<file path="config.mk">
export PLATFORM = sky130hd
export DESIGN_NAME = sro_result_port
export DESIGN_NICKNAME = d
export VERILOG_FILES = /design/src/design/sro_sync3.v /design/src/design/sro_result_port.v
export VERILOG_INCLUDE_DIRS = /design/src /design/src/include
export SDC_FILE = /design/constraint.sdc
export NUM_CORES = 1
export LEC_CHECK = 0
export BUFFER_PORTS_ARGS = -buffer_cell sky130_fd_sc_hd__buf_2
export CORE_UTILIZATION = 60
export CTS_CLUSTER_SIZE = 10
export DETAILED_ROUTE_END_ITERATION = 8
export PLACE_DENSITY_LB_ADDON = 0.15
export SLEW_MARGIN = 40
export SYNTH_ARGS = -nofsm -noshare
export SYNTH_HDL_FRONTEND = slang
export SYNTH_HIERARCHICAL = 1
export SYNTH_SLANG_ARGS = --single-unit
</file>
<file path="constraint.sdc">
create_clock -name sys_clk_in -period 5.81 [get_ports sys_clk_in]
set_clock_uncertainty 0.15 [all_clocks]
set_input_delay 0.581 -clock sys_clk_in [delete_from_list [all_inputs] [get_ports sys_clk_in]]
set_output_delay 0.581 -clock sys_clk_in [all_outputs]
set_load 0.01 [all_outputs]
</file>
<file path="src/include/sro_defines.vh">
// Constants for the converter result output port
`ifndef SRO_DEFINES_VH
`define SRO_DEFINES_VH

// ----------------------------------------------------------------
// Clock and timing
// ----------------------------------------------------------------
`define SRO_CLK_MHZ          250
`define SRO_ACQ_TIME_NS      500
`define SRO_ACQ_CYCLES       ((`SRO_ACQ_TIME_NS * `SRO_CLK_MHZ + 999) / 1000)
`define SRO_CONV_TIME_NS     1250
`define SRO_CONV_CYCLES      ((`SRO_CONV_TIME_NS * `SRO_CLK_MHZ + 999) / 1000)
`define SRO_SCLK_QTR_NS      12
`define SRO_SCLK_QTR_CYCLES  ((`SRO_SCLK_QTR_NS * `SRO_CLK_MHZ + 999) / 1000)
`define SRO_ERR_PULSE_CYCLES 4

// ----------------------------------------------------------------
// Modes and frame layout
// ----------------------------------------------------------------
`define SRO_MODE_SERIAL      2'h3
`define SRO_RESULT_BITS      18
`define SRO_FRAME_LAST_BIT   5'h11
`define SRO_CHAIN_DELAY      5'h12
`define SRO_RESULT_RESET     18'h00000

`endif

</file>
<file path="src/design/sro_sync3.v">
// Three-stage input synchroniser with agreement filter
`timescale 1ns/1ps
module sro_sync3 #(
    parameter RESET_VAL = 1'b0
) (
    // Clock and reset
    input  wire sys_clk_in,
    input  wire rst_n_in,
    // Asynchronous level in, filtered level out
    input  wire async_in,
    output reg  level_out
);
    reg stage1;
    reg stage2;
    reg stage3;

    // First stage feeds only the second; level moves once stages two and three agree
    always @(posedge sys_clk_in) begin
        if (!rst_n_in) begin
            stage1    <= RESET_VAL;
            stage2    <= RESET_VAL;
            stage3    <= RESET_VAL;
            level_out <= RESET_VAL;
        end else begin
            stage1 <= async_in;
            stage2 <= stage1;
            stage3 <= stage2;
            if (stage2 == stage3) begin
                level_out <= stage3;
            end
        end
    end
endmodule

</file>
<file path="src/design/sro_result_port.v">
// Conversion control and parallel/serial result output port
`timescale 1ns/1ps
`include "sro_defines.vh"
module sro_result_port (
    // Clock and reset
    input  wire        sys_clk_in,
    input  wire        rst_n_in,
    // Device control pins
    input  wire        device_reset_in,
    input  wire        power_down_in,
    input  wire        conversion_start_n_in,
    input  wire        chip_select_n_in,
    input  wire        read_n_in,
    // Configuration pins
    input  wire [1:0]  mode_in,
    input  wire        output_format_select_in,
    input  wire        clock_source_select_in,
    input  wire        clock_edge_invert_in,
    input  wire        frame_sync_polarity_in,
    input  wire        read_mode_or_chain_in,
    input  wire        sclk_in,
    // Converter core
    input  wire [17:0] sample_code_in,
    // Outputs
    output reg         busy_out,
    output reg         sample_hold_out,
    output reg  [17:0] data_out,
    output reg  [17:0] data_oe_out
);
    // ----------------------------------------------------------------
    // Timing constants
    // ----------------------------------------------------------------
    localparam integer ACQ_LAST  = `SRO_ACQ_CYCLES - 1;
    localparam integer CONV_LAST = `SRO_CONV_CYCLES - 1;
    localparam integer QTR_LAST  = `SRO_SCLK_QTR_CYCLES - 1;
    localparam integer ERR_LEN   = `SRO_ERR_PULSE_CYCLES;

    localparam [1:0] ST_ACQ  = 2'h0;
    localparam [1:0] ST_WAIT = 2'h1;
    localparam [1:0] ST_CONV = 2'h2;

    // ----------------------------------------------------------------
    // Input synchronisers
    // ----------------------------------------------------------------
    wire rst_s;
    wire pd_s;
    wire conversion_start_n_s;
    wire cs_n_s;
    wire rd_n_s;
    wire sclk_s;
    wire chain_s;

    sro_sync3 #(.RESET_VAL(1'b0)) u_sync_rst (
        .sys_clk_in (sys_clk_in),
        .rst_n_in   (rst_n_in),
        .async_in   (device_reset_in),
        .level_out  (rst_s)
    );
    sro_sync3 #(.RESET_VAL(1'b0)) u_sync_pd (
        .sys_clk_in (sys_clk_in),
        .rst_n_in   (rst_n_in),
        .async_in   (power_down_in),
        .level_out  (pd_s)
    );
    sro_sync3 #(.RESET_VAL(1'b1)) u_sync_conversion_start_n (
        .sys_clk_in (sys_clk_in),
        .rst_n_in   (rst_n_in),
        .async_in   (conversion_start_n_in),
        .level_out  (conversion_start_n_s)
    );
    sro_sync3 #(.RESET_VAL(1'b1)) u_sync_cs (
        .sys_clk_in (sys_clk_in),
        .rst_n_in   (rst_n_in),
        .async_in   (chip_select_n_in),
        .level_out  (cs_n_s)
    );
    sro_sync3 #(.RESET_VAL(1'b1)) u_sync_rd (
        .sys_clk_in (sys_clk_in),
        .rst_n_in   (rst_n_in),
        .async_in   (read_n_in),
        .level_out  (rd_n_s)
    );
    sro_sync3 #(.RESET_VAL(1'b0)) u_sync_sclk (
        .sys_clk_in (sys_clk_in),
        .rst_n_in   (rst_n_in),
        .async_in   (sclk_in),
        .level_out  (sclk_s)
    );
    sro_sync3 #(.RESET_VAL(1'b0)) u_sync_chain (
        .sys_clk_in (sys_clk_in),
        .rst_n_in   (rst_n_in),
        .async_in   (read_mode_or_chain_in),
        .level_out  (chain_s)
    );

    // ----------------------------------------------------------------
    // Conversion control
    // ----------------------------------------------------------------
    reg  [1:0]  state;
    reg  [8:0]  cnt;
    reg         conversion_start_n_prev;
    reg         conv_done;
    reg  [17:0] result;
    wire        soft_rst = !rst_n_in || rst_s;
    // Core delivers offset binary; two's complement only flips the MSB
    wire [17:0] coded = {sample_code_in[17] ^ ~output_format_select_in,
                         sample_code_in[16:0]};

    always @(posedge sys_clk_in) begin
        if (soft_rst) begin
            state      <= ST_ACQ;
            cnt        <= 9'h000;
            conversion_start_n_prev <= 1'b1;
            conv_done  <= 1'b0;
            busy_out   <= 1'b0;
            result     <= `SRO_RESULT_RESET;
        end else begin
            conversion_start_n_prev <= conversion_start_n_s;
            conv_done  <= 1'b0;
            case (state)
                ST_ACQ: begin
                    if (cnt == ACQ_LAST[8:0]) begin
                        cnt <= 9'h000;
                        if (!pd_s && !conversion_start_n_s) begin
                            state    <= ST_CONV;
                            busy_out <= 1'b1;
                        end else begin
                            state <= ST_WAIT;
                        end
                    end else begin
                        cnt <= cnt + 9'h001;
                    end
                end
                ST_WAIT: begin
                    if (!pd_s && conversion_start_n_prev && !conversion_start_n_s) begin
                        state    <= ST_CONV;
                        busy_out <= 1'b1;
                    end
                end
                ST_CONV: begin
                    // Power down is not checked here so a running conversion completes
                    if (cnt == CONV_LAST[8:0]) begin
                        cnt       <= 9'h000;
                        result    <= coded;
                        busy_out  <= 1'b0;
                        conv_done <= 1'b1;
                        state     <= ST_ACQ;
                    end else begin
                        cnt <= cnt + 9'h001;
                    end
                end
                default: begin
                    state <= ST_ACQ;
                    cnt   <= 9'h000;
                end
            endcase
        end
    end

    always @(posedge sys_clk_in) begin
        if (soft_rst) begin
            sample_hold_out <= 1'b0;
        end else begin
            sample_hold_out <= (state == ST_CONV);
        end
    end

    // ----------------------------------------------------------------
    // Serial port
    // ----------------------------------------------------------------
    reg         frame;
    reg         fresh;
    reg  [17:0] shreg;
    reg  [4:0]  bitcnt;
    reg  [1:0]  qphase;
    reg  [3:0]  qcnt;
    reg         sclk_int;
    reg         serial_data;
    reg         sclk_prev;
    reg  [2:0]  err_cnt;
    wire        serial   = (mode_in == `SRO_MODE_SERIAL);
    wire        ext      = clock_source_select_in;
    wire        out_en   = !cs_n_s && !rd_n_s;
    wire        sclk_rise = !cs_n_s && sclk_s && !sclk_prev;
    wire        sclk_fall = !cs_n_s && !sclk_s && sclk_prev;
    wire        upd_edge = clock_edge_invert_in ? sclk_fall : sclk_rise;
    wire        qtick    = (qcnt == QTR_LAST[3:0]);
    wire        rd_phase = read_mode_or_chain_in ? busy_out : !busy_out;
    wire        start_m  = serial && !ext && out_en && fresh && !frame && rd_phase;
    wire        start_s  = serial && ext && out_en && fresh && !frame;
    wire        rd_abort = conv_done && frame && ext && (bitcnt < `SRO_CHAIN_DELAY);

    always @(posedge sys_clk_in) begin
        if (soft_rst) begin
            frame       <= 1'b0;
            fresh       <= 1'b0;
            shreg       <= `SRO_RESULT_RESET;
            bitcnt      <= 5'h00;
            qphase      <= 2'h0;
            qcnt        <= 4'h0;
            sclk_int    <= 1'b0;
            serial_data <= 1'b0;
            sclk_prev   <= 1'b0;
            err_cnt     <= 3'h0;
        end else begin
            sclk_prev <= sclk_s;
            // A new result wins over a read that consumes the old one
            if (conv_done) begin
                fresh <= 1'b1;
            end else if (start_m || start_s) begin
                fresh <= 1'b0;
            end
            if (err_cnt != 3'h0) begin
                err_cnt <= err_cnt - 3'h1;
            end
            if (rd_abort) begin
                frame   <= 1'b0;
                err_cnt <= ERR_LEN[2:0];
            end else if (start_m || start_s) begin
                frame       <= 1'b1;
                shreg       <= result;
                serial_data <= result[17];
                bitcnt      <= 5'h00;
                qphase      <= 2'h0;
                qcnt        <= 4'h0;
                sclk_int    <= 1'b0;
            end else if (frame && !ext) begin
                // Data moves a quarter period before the rising edge
                qcnt <= qtick ? 4'h0 : qcnt + 4'h1;
                if (qtick) begin
                    qphase <= qphase + 2'h1;
                    if (qphase == 2'h0) begin
                        sclk_int <= 1'b1;
                    end
                    if (qphase == 2'h2) begin
                        sclk_int <= 1'b0;
                    end
                    if (qphase == 2'h3) begin
                        if (bitcnt == `SRO_FRAME_LAST_BIT) begin
                            frame <= 1'b0;
                        end else begin
                            bitcnt      <= bitcnt + 5'h01;
                            shreg       <= {shreg[16:0], 1'b0};
                            serial_data <= shreg[16];
                        end
                    end
                end
            end else if (serial && ext && upd_edge) begin
                // Chain bits enter behind the result and appear eighteen edges on
                shreg       <= {shreg[16:0], chain_s};
                serial_data <= shreg[16];
                if (bitcnt < `SRO_CHAIN_DELAY) begin
                    bitcnt <= bitcnt + 5'h01;
                end
                if (bitcnt == `SRO_FRAME_LAST_BIT) begin
                    frame <= 1'b0;
                end
            end
        end
    end

    // ----------------------------------------------------------------
    // Pin multiplexing
    // ----------------------------------------------------------------
    wire clock_source_select = ext;
    wire frame_sync          = (frame && !ext) ^ frame_sync_polarity_in;
    wire serial_clk          = sclk_int ^ clock_edge_invert_in;
    wire incomplete_read_flag = (err_cnt != 3'h0) && ext;

    always @(posedge sys_clk_in) begin
        if (soft_rst) begin
            data_out    <= 18'h00000;
            data_oe_out <= 18'h00000;
        end else if (!serial) begin
            data_out    <= result;
            data_oe_out <= {18{out_en}};
        end else begin
            data_out    <= {result[17:14], incomplete_read_flag, frame_sync,
                            serial_clk, serial_data, 10'h000};
            data_oe_out <= {{4{out_en}}, 2'h3, !clock_source_select, out_en,
                            10'h000};
        end
    end
endmodule

</file>
==> summary.txt, run 1 <==
Largest net degree at the start of global routing - 43
Worst R2R Setup Slack - 3080 ps
GR Overflow Total - 0
Worst hold path class - input port to flip-flop
Worst setup path startpoint - qcnt[0]
CP max FO - 23
Lkg Pwr - 0.00242 uW
Via count - 3,736
Clock sink total - 119
Max-Cap Viols - 0
I/O Buffers - 70
Final instance area - 5650 um2
DP Area - 5070 um2
Setup CP Type - flip-flop to flip-flop
RD Place Congestion - 0.838
Commonest non-fill, non-tap cell in the layout - dfxtp_1
HPWL after detailed placement - 6.69 mm
Worst reg-to-reg path cell count - 8
Resize count post-CTS - 0
Clock power frac - 51.7%
Final wirelength - 9.81 mm
Outcome - finished, final reports clean
Ant. Diodes - 0
RR Startpoint - qcnt[0]
Syn-to-layout area delta - 18.5%
Vias in the first global route - 3,420
Fin. max-slew vios - 0
Fin Setup TNS - 0 ps
Post-Syn Instances - 513
Setup crit start kind - flip-flop
Worst-Margin Slew - 671 ps
Post-Syn Area - 4770 um2
Initial antenna violation count - 0
Core Rows - 32
CTS tree - built
Count of different cell masters after synthesis - 51
Nets@finish - 611
H-tree depth - 4
RSZ-0062 raised after global routing - false
Setup Buffers After CTS - 0
Post-route ant nets - 0
Latest clock arrival within the worst-skew pair - 520 ps
Hold endpoint - u_sync_rd/stage1
Worst vdd ir - 211 uV
P_int - 1500 uW
Combinational Power Share - 4.8%
Post-CTS Hold Buffers - 0
Endpoints failing hold - 0
Layout cells sized above 1 - 22.1%
Switching power - 444 uW
Yosys warns - 6
Synth area leader - dfxtp_1
Sequential group share of total power - 43.5%
Avg WL per Cell - 14.4 um
First-pass detailed-route iteration total - 5
Worst-case clock buffer depth - 2
Hold_sp - read_n_in
Core area - 7730 um2
Post-Syn Nets - 557
Min Tclk post-route - 2730 ps
Crit. End Element - flip-flop
Worst Path Arrival - 3010 ps
Hold depth - 2
Clk pin slew, worst setup/hold paths - 60 ps
I/O pin cnt - 71
Initial Util - 61.7%
Most frequent cells in the layout - 119 x dfxtp_1, 70 x buf_2, 58 x nand2_1
First-pass GRT wire length - 16.3 mm
Die area - 8310 um2
Synth top area share - 49.9%
Switching share of power - 22.9%
Max-slew headroom - 55.2%
Tcrit/Tclk final - 47.0%
Inserted Clock Buffers - 17
PD cells - 344 nW/um2
1st-iter DRT viols - 172
Via/cell ratio - 5.49
Worst path required time - 6080 ps
Total track usage - 25.4%
Die height - 91.2 um
Die W - 91.2 um
Setup Viol. Count Final - 0
Fmax - 0.366 GHz
Worst slack, placed - 3090 ps
Register area share after synthesis - 49.9%
Yosys reg bits - 119
Syn Area/Cell - 9.30 um2
RR Endpoint - shreg[2]
PnR worst setup slack - 3080 ps
Clk Tree Root Cell - clkbuf_8
Leading post-synthesis cells by cell area - dfxtp_1 50%, nand2_1 4.6%, nor2_1 4.2%
Post-route DRC - 0
==> Yosys cell counts (all sizes together) <==
master,number
dfxtp,119
inv,11
nand3,10
a31oi,6
o311ai,1
or2,1
o22a,3
a41oi,1
o2111ai,1
and4,1
and3,16
nor2b,5
o22ai,2
a211o,1
buf,27
a32o,1
nand2,58
nand3b,3
ha,11
or3b,2
a21o,2
nand4bb,1
xnor2,6
clkbuf,13
and2,22
o21ai,14
o31ai,1
mux2i,19
and4b,1
a211oi,24
a21oi,31
xor2,3
nor3,7
nor2,53
a21boi,5
o32ai,1
nor3b,3
a21bo,1
a22oi,1
nor4,2
nand2b,16
nand4,7
==> worst max path at each step <==
stage	endpoint	slack, ps	depth (start not counted)
2_1_floorplan	shreg[10]	3630	7
3_3_place_gp	bitcnt[3]	3000	6
3_5_place_dp	shreg[6]	3090	7
4_1_cts	shreg[2]	3080	8
5_1_grt	shreg[6]	2770	8
6_report	shreg[2]	3080	8
==> cell families after synthesis <==
kind of cell / synth area share (%)
buffers and inverters: 5.72
muxes: 3.99
xor gates and xnor gates: 1.65
AOI/OAI and AO/OA: 14.2
and+or+nand+nor: 21.6
adders and majority gates: 2.88
DFF: 49.9
==> per-stage QoR <==
stage / total power (uW) / util (%) / std cells / hold WS [ps]
after floorplan: 925 / - / 513 / 236
after global placement: 952 / 65.3 / 648 / 245
after CTS: 1960 / 73.1 / 681 / 84.0
final: 1940 / 73.2 / 681 / 90.9
after detailed placement: 957 / 65.7 / 650 / 242
after global routing: 2010 / 73.2 / 681 / 89.7
==> power groups by stage <==
stage	clock [uW]	sequential, uW	combinational [uW]
floorplan	0	861	63.9
global placement	0	862	89.9
detailed placement	0	863	93.7
CTS	1020	846	94.4
global route	1050	848	106
finish	1010	846	93.6
==> state kept, by name (all words and copies together), names as in the netlist, 3 cells and up <==
signal and cells:
qcnt 4, shreg 17, data_oe_out 4, data_out 18, bitcnt 5, cnt 9
err_cnt 3, result 18
==> cell type report <==
| type | count | area [um2] |
|---|---|---|
| inverter | 11 | 41.3 |
| clock inverter | 13 | 146 |
| sequential | 119 | 2380 |
| tap | 102 | 128 |
| timing repair buffer | 75 | 395 |
| multi-input combinational | 343 | 2130 |
| clock buffer | 18 | 428 |
| fill | 598 | 2070 |
==> routing by layer <==
layer | routed length, um | GRT usage (%) | share of wire, %
met3 | 550 | 6.03 | 5.6
met2 | 4700 | 42.2 | 48
met5 | 0 | 0 | 0
met1 | 4360 | 31.1 | 44
met4 | 191 | 11.6 | 1.9
==> critical path: stages (launching register included) <==
cell and delay [ps]:
dfxtp_1 350, inv_1 70, ha_1 130, nor3b_1 550
nand4_1 290, a31oi_4 550, buf_8 260, nor2_1 60
a211oi_1 220
Note: power is estimated with default switching activity, not from simulation.
==> run 2: changes to the inputs <==
--- a/config.mk
+++ b/config.mk
@@ -7,7 +7,7 @@
 export NUM_CORES = 1
 export LEC_CHECK = 0
 export BUFFER_PORTS_ARGS = -buffer_cell sky130_fd_sc_hd__buf_2
-export CORE_UTILIZATION = 60
+export CORE_UTILIZATION = 51
 export CTS_CLUSTER_SIZE = 10
 export DETAILED_ROUTE_END_ITERATION = 8
 export PLACE_DENSITY_LB_ADDON = 0.15
==> constraint.sdc (replaced) <==
create_clock -name sys_clk_in -period 2.2 [get_ports sys_clk_in]
set_clock_uncertainty 0.15 [all_clocks]
set_input_delay 0.22 -clock sys_clk_in [delete_from_list [all_inputs] [get_ports sys_clk_in]]
set_output_delay 0.22 -clock sys_clk_in [all_outputs]
set_load 0.01 [all_outputs]
==> summary.txt, run 2 (synthesized netlist as in run 1, its figures left out) <==
Final instance area - 6120 um2
Via count - 3,828
Worst hold path class - input port to flip-flop
Layout cells sized above 1 - 22.6%
Worst-case clock buffer depth - 2
Clk Tree Root Cell - clkbuf_8
Total track usage - 21.5%
Largest net degree at the start of global routing - 39
Critical path cell sequence - dlygate4sd3_1 -> buf_2 -> or3b_1 -> a211o_1 -> a31oi_4 -> buf_12 -> nor2_1 -> a211oi_1
Fmax - 0.478 GHz
GR Overflow Total - 0
Worst Path Arrival - 2360 ps
CP max FO - 38
Critical Path Slowest Stage Cell - dlygate4sd3_1
Hold_ws - 117 ps
RR Endpoint - shreg[15]
Worst setup path startpoint - clock_edge_invert_in
Endpoints failing hold - 0
Die W - 98.7 um
CTS tree - built
Via/cell ratio - 5.21
Latest clock arrival within the worst-skew pair - 510 ps
Inserted Clock Buffers - 17
Crit path depth - 8
Initial Util - 53.7%
DP Area - 5200 um2
I/O Buffers - 70
RD Place Congestion - 0.837
Clk pin slew, worst setup/hold paths - 60 ps
1st-iter DRT viols - 129
First-pass detailed-route iteration total - 4
Number of fill cells in the layout - 691
Fin. max-slew vios - 0
First-pass GRT wire length - 16.4 mm
Commonest non-fill, non-tap cell in the layout - dfxtp_1
Outcome - finished, final reports clean
Crit. End Element - flip-flop
Worst vdd ir - 643 uV
Core area - 8890 um2
WP buf/inv - 3
Most frequent cells in the layout - 119 x dfxtp_1, 70 x buf_2, 58 x nand2_1
Final wirelength - 9.99 mm
Worst reg-to-reg path cell count - 6
Core Rows - 34
Family with the most delay on the worst path - buffers and inverters
Setup Viol. Count Final - 0
Post-route ant nets - 0
Post-route DRC - 0
Final core occ - 68.8%
Top Registers - data_out: 18 flops, result: 18 flops, shreg: 17 flops
Inst Count DP - 670
CP max stage delay - 530 ps
Initial antenna violation count - 0
Max-slew headroom - 59.3%
Nets@finish - 658
Clock sink total - 119
Setup crit start kind - input port
Worst-Margin Slew - 603 ps
Lkg Pwr - 0.00263 uW
Final cell count without fillers - 735
Die height - 98.7 um
HPWL after detailed placement - 6.73 mm
Max-Cap Viols - 0
I/O pin cnt - 71
Area taken by flip-flops and latches - 2380 um2
Die area - 9750 um2
H-tree depth - 4
Multi-input gate area - 2130 um2
Tcrit/Tclk final - 95.0%
Hold depth - 4
Worst R2R Setup Slack - 140 ps
Worst path required time - 2470 ps
Ant. Diodes - 0
Avg WL per Cell - 13.6 um
Setup CP Type - input port to flip-flop
RR Startpoint - u_sync_sclk/level_out
Vias in the first global route - 3,569
Crit path capture - shreg[15]
Syn-to-layout area delta - 28.2%
PD cells - 847 nW/um2
Min Tclk post-route - 2090 ps
==> run 2: changes by cell type in the layout (fill, tap and decap cells not counted), sizes merged <==
cell and delta:
buf +15, clkbuf +1, clkinv +3, dlygate4sd3 +32, inv -3
==> run 2: worst min path at each step <==
stage,startpoint,endpoint
finish,mode_in[0],data_out[0]
global route,mode_in[0],data_out[0]
CTS,mode_in[0],data_out[0]
detailed placement,u_sync_cs/stage1,u_sync_cs/stage2
global placement,u_sync_rd/stage1,u_sync_rd/stage2
floorplan,rst_n_in,u_sync_conversion_start_n/stage1
==> run 2: what timing repair did <==
action,in CTS,in global routing
hold buffers,32,0
setup endpoints to repair,0,20
hold endpoints to repair,31,0
gates resized for setup,0,1
buffers inserted,0,1
==> run 2: final cells by class <==
type	count	share of cell area (%)
inverter	11	0.675
multi-input combinational	343	34.8
tap	108	2.21
clock inverter	13	2.45
timing repair buffer	122	13.8
clock buffer	19	7.06
sequential	119	39.0
==> run 2: report_power, final <==
| part | internal [uW] | switching [uW] |
|---|---|---|
| logic | 157 | 153 |
| clock network | 1650 | 991 |
| registers | 2210 | 25.8 |
| total | 4010 | 1170 |
==> run 2: stage by stage <==
step / power [uW] / setup TNS [ps] / setup WS [ps]
detailed placement: 2540 / 0 / 60.9
CTS: 5230 / 0 / 35.9
global placement: 2530 / 0 / 211
floorplan: 2440 / 0 / 149
finish: 5180 / 0 / 110
global route: 5380 / -5.20 / -5.20
==> run 2: worst min-delay path, delay by kind of cell <==
family        cells  cell delay (ps)
buf+inv           2              270
simple gates      2              230
==> run 2: routing by layer <==
layer	routed length (um)	GRT usage, %	part of all wire, %	up-vias
li1	-	-	-	1959
met1	4570	26.1	46	1756
met2	4850	37.2	49	97
met3	421	4.26	4.2	16
met4	148	9.41	1.5	0
met5	0	0	0	-
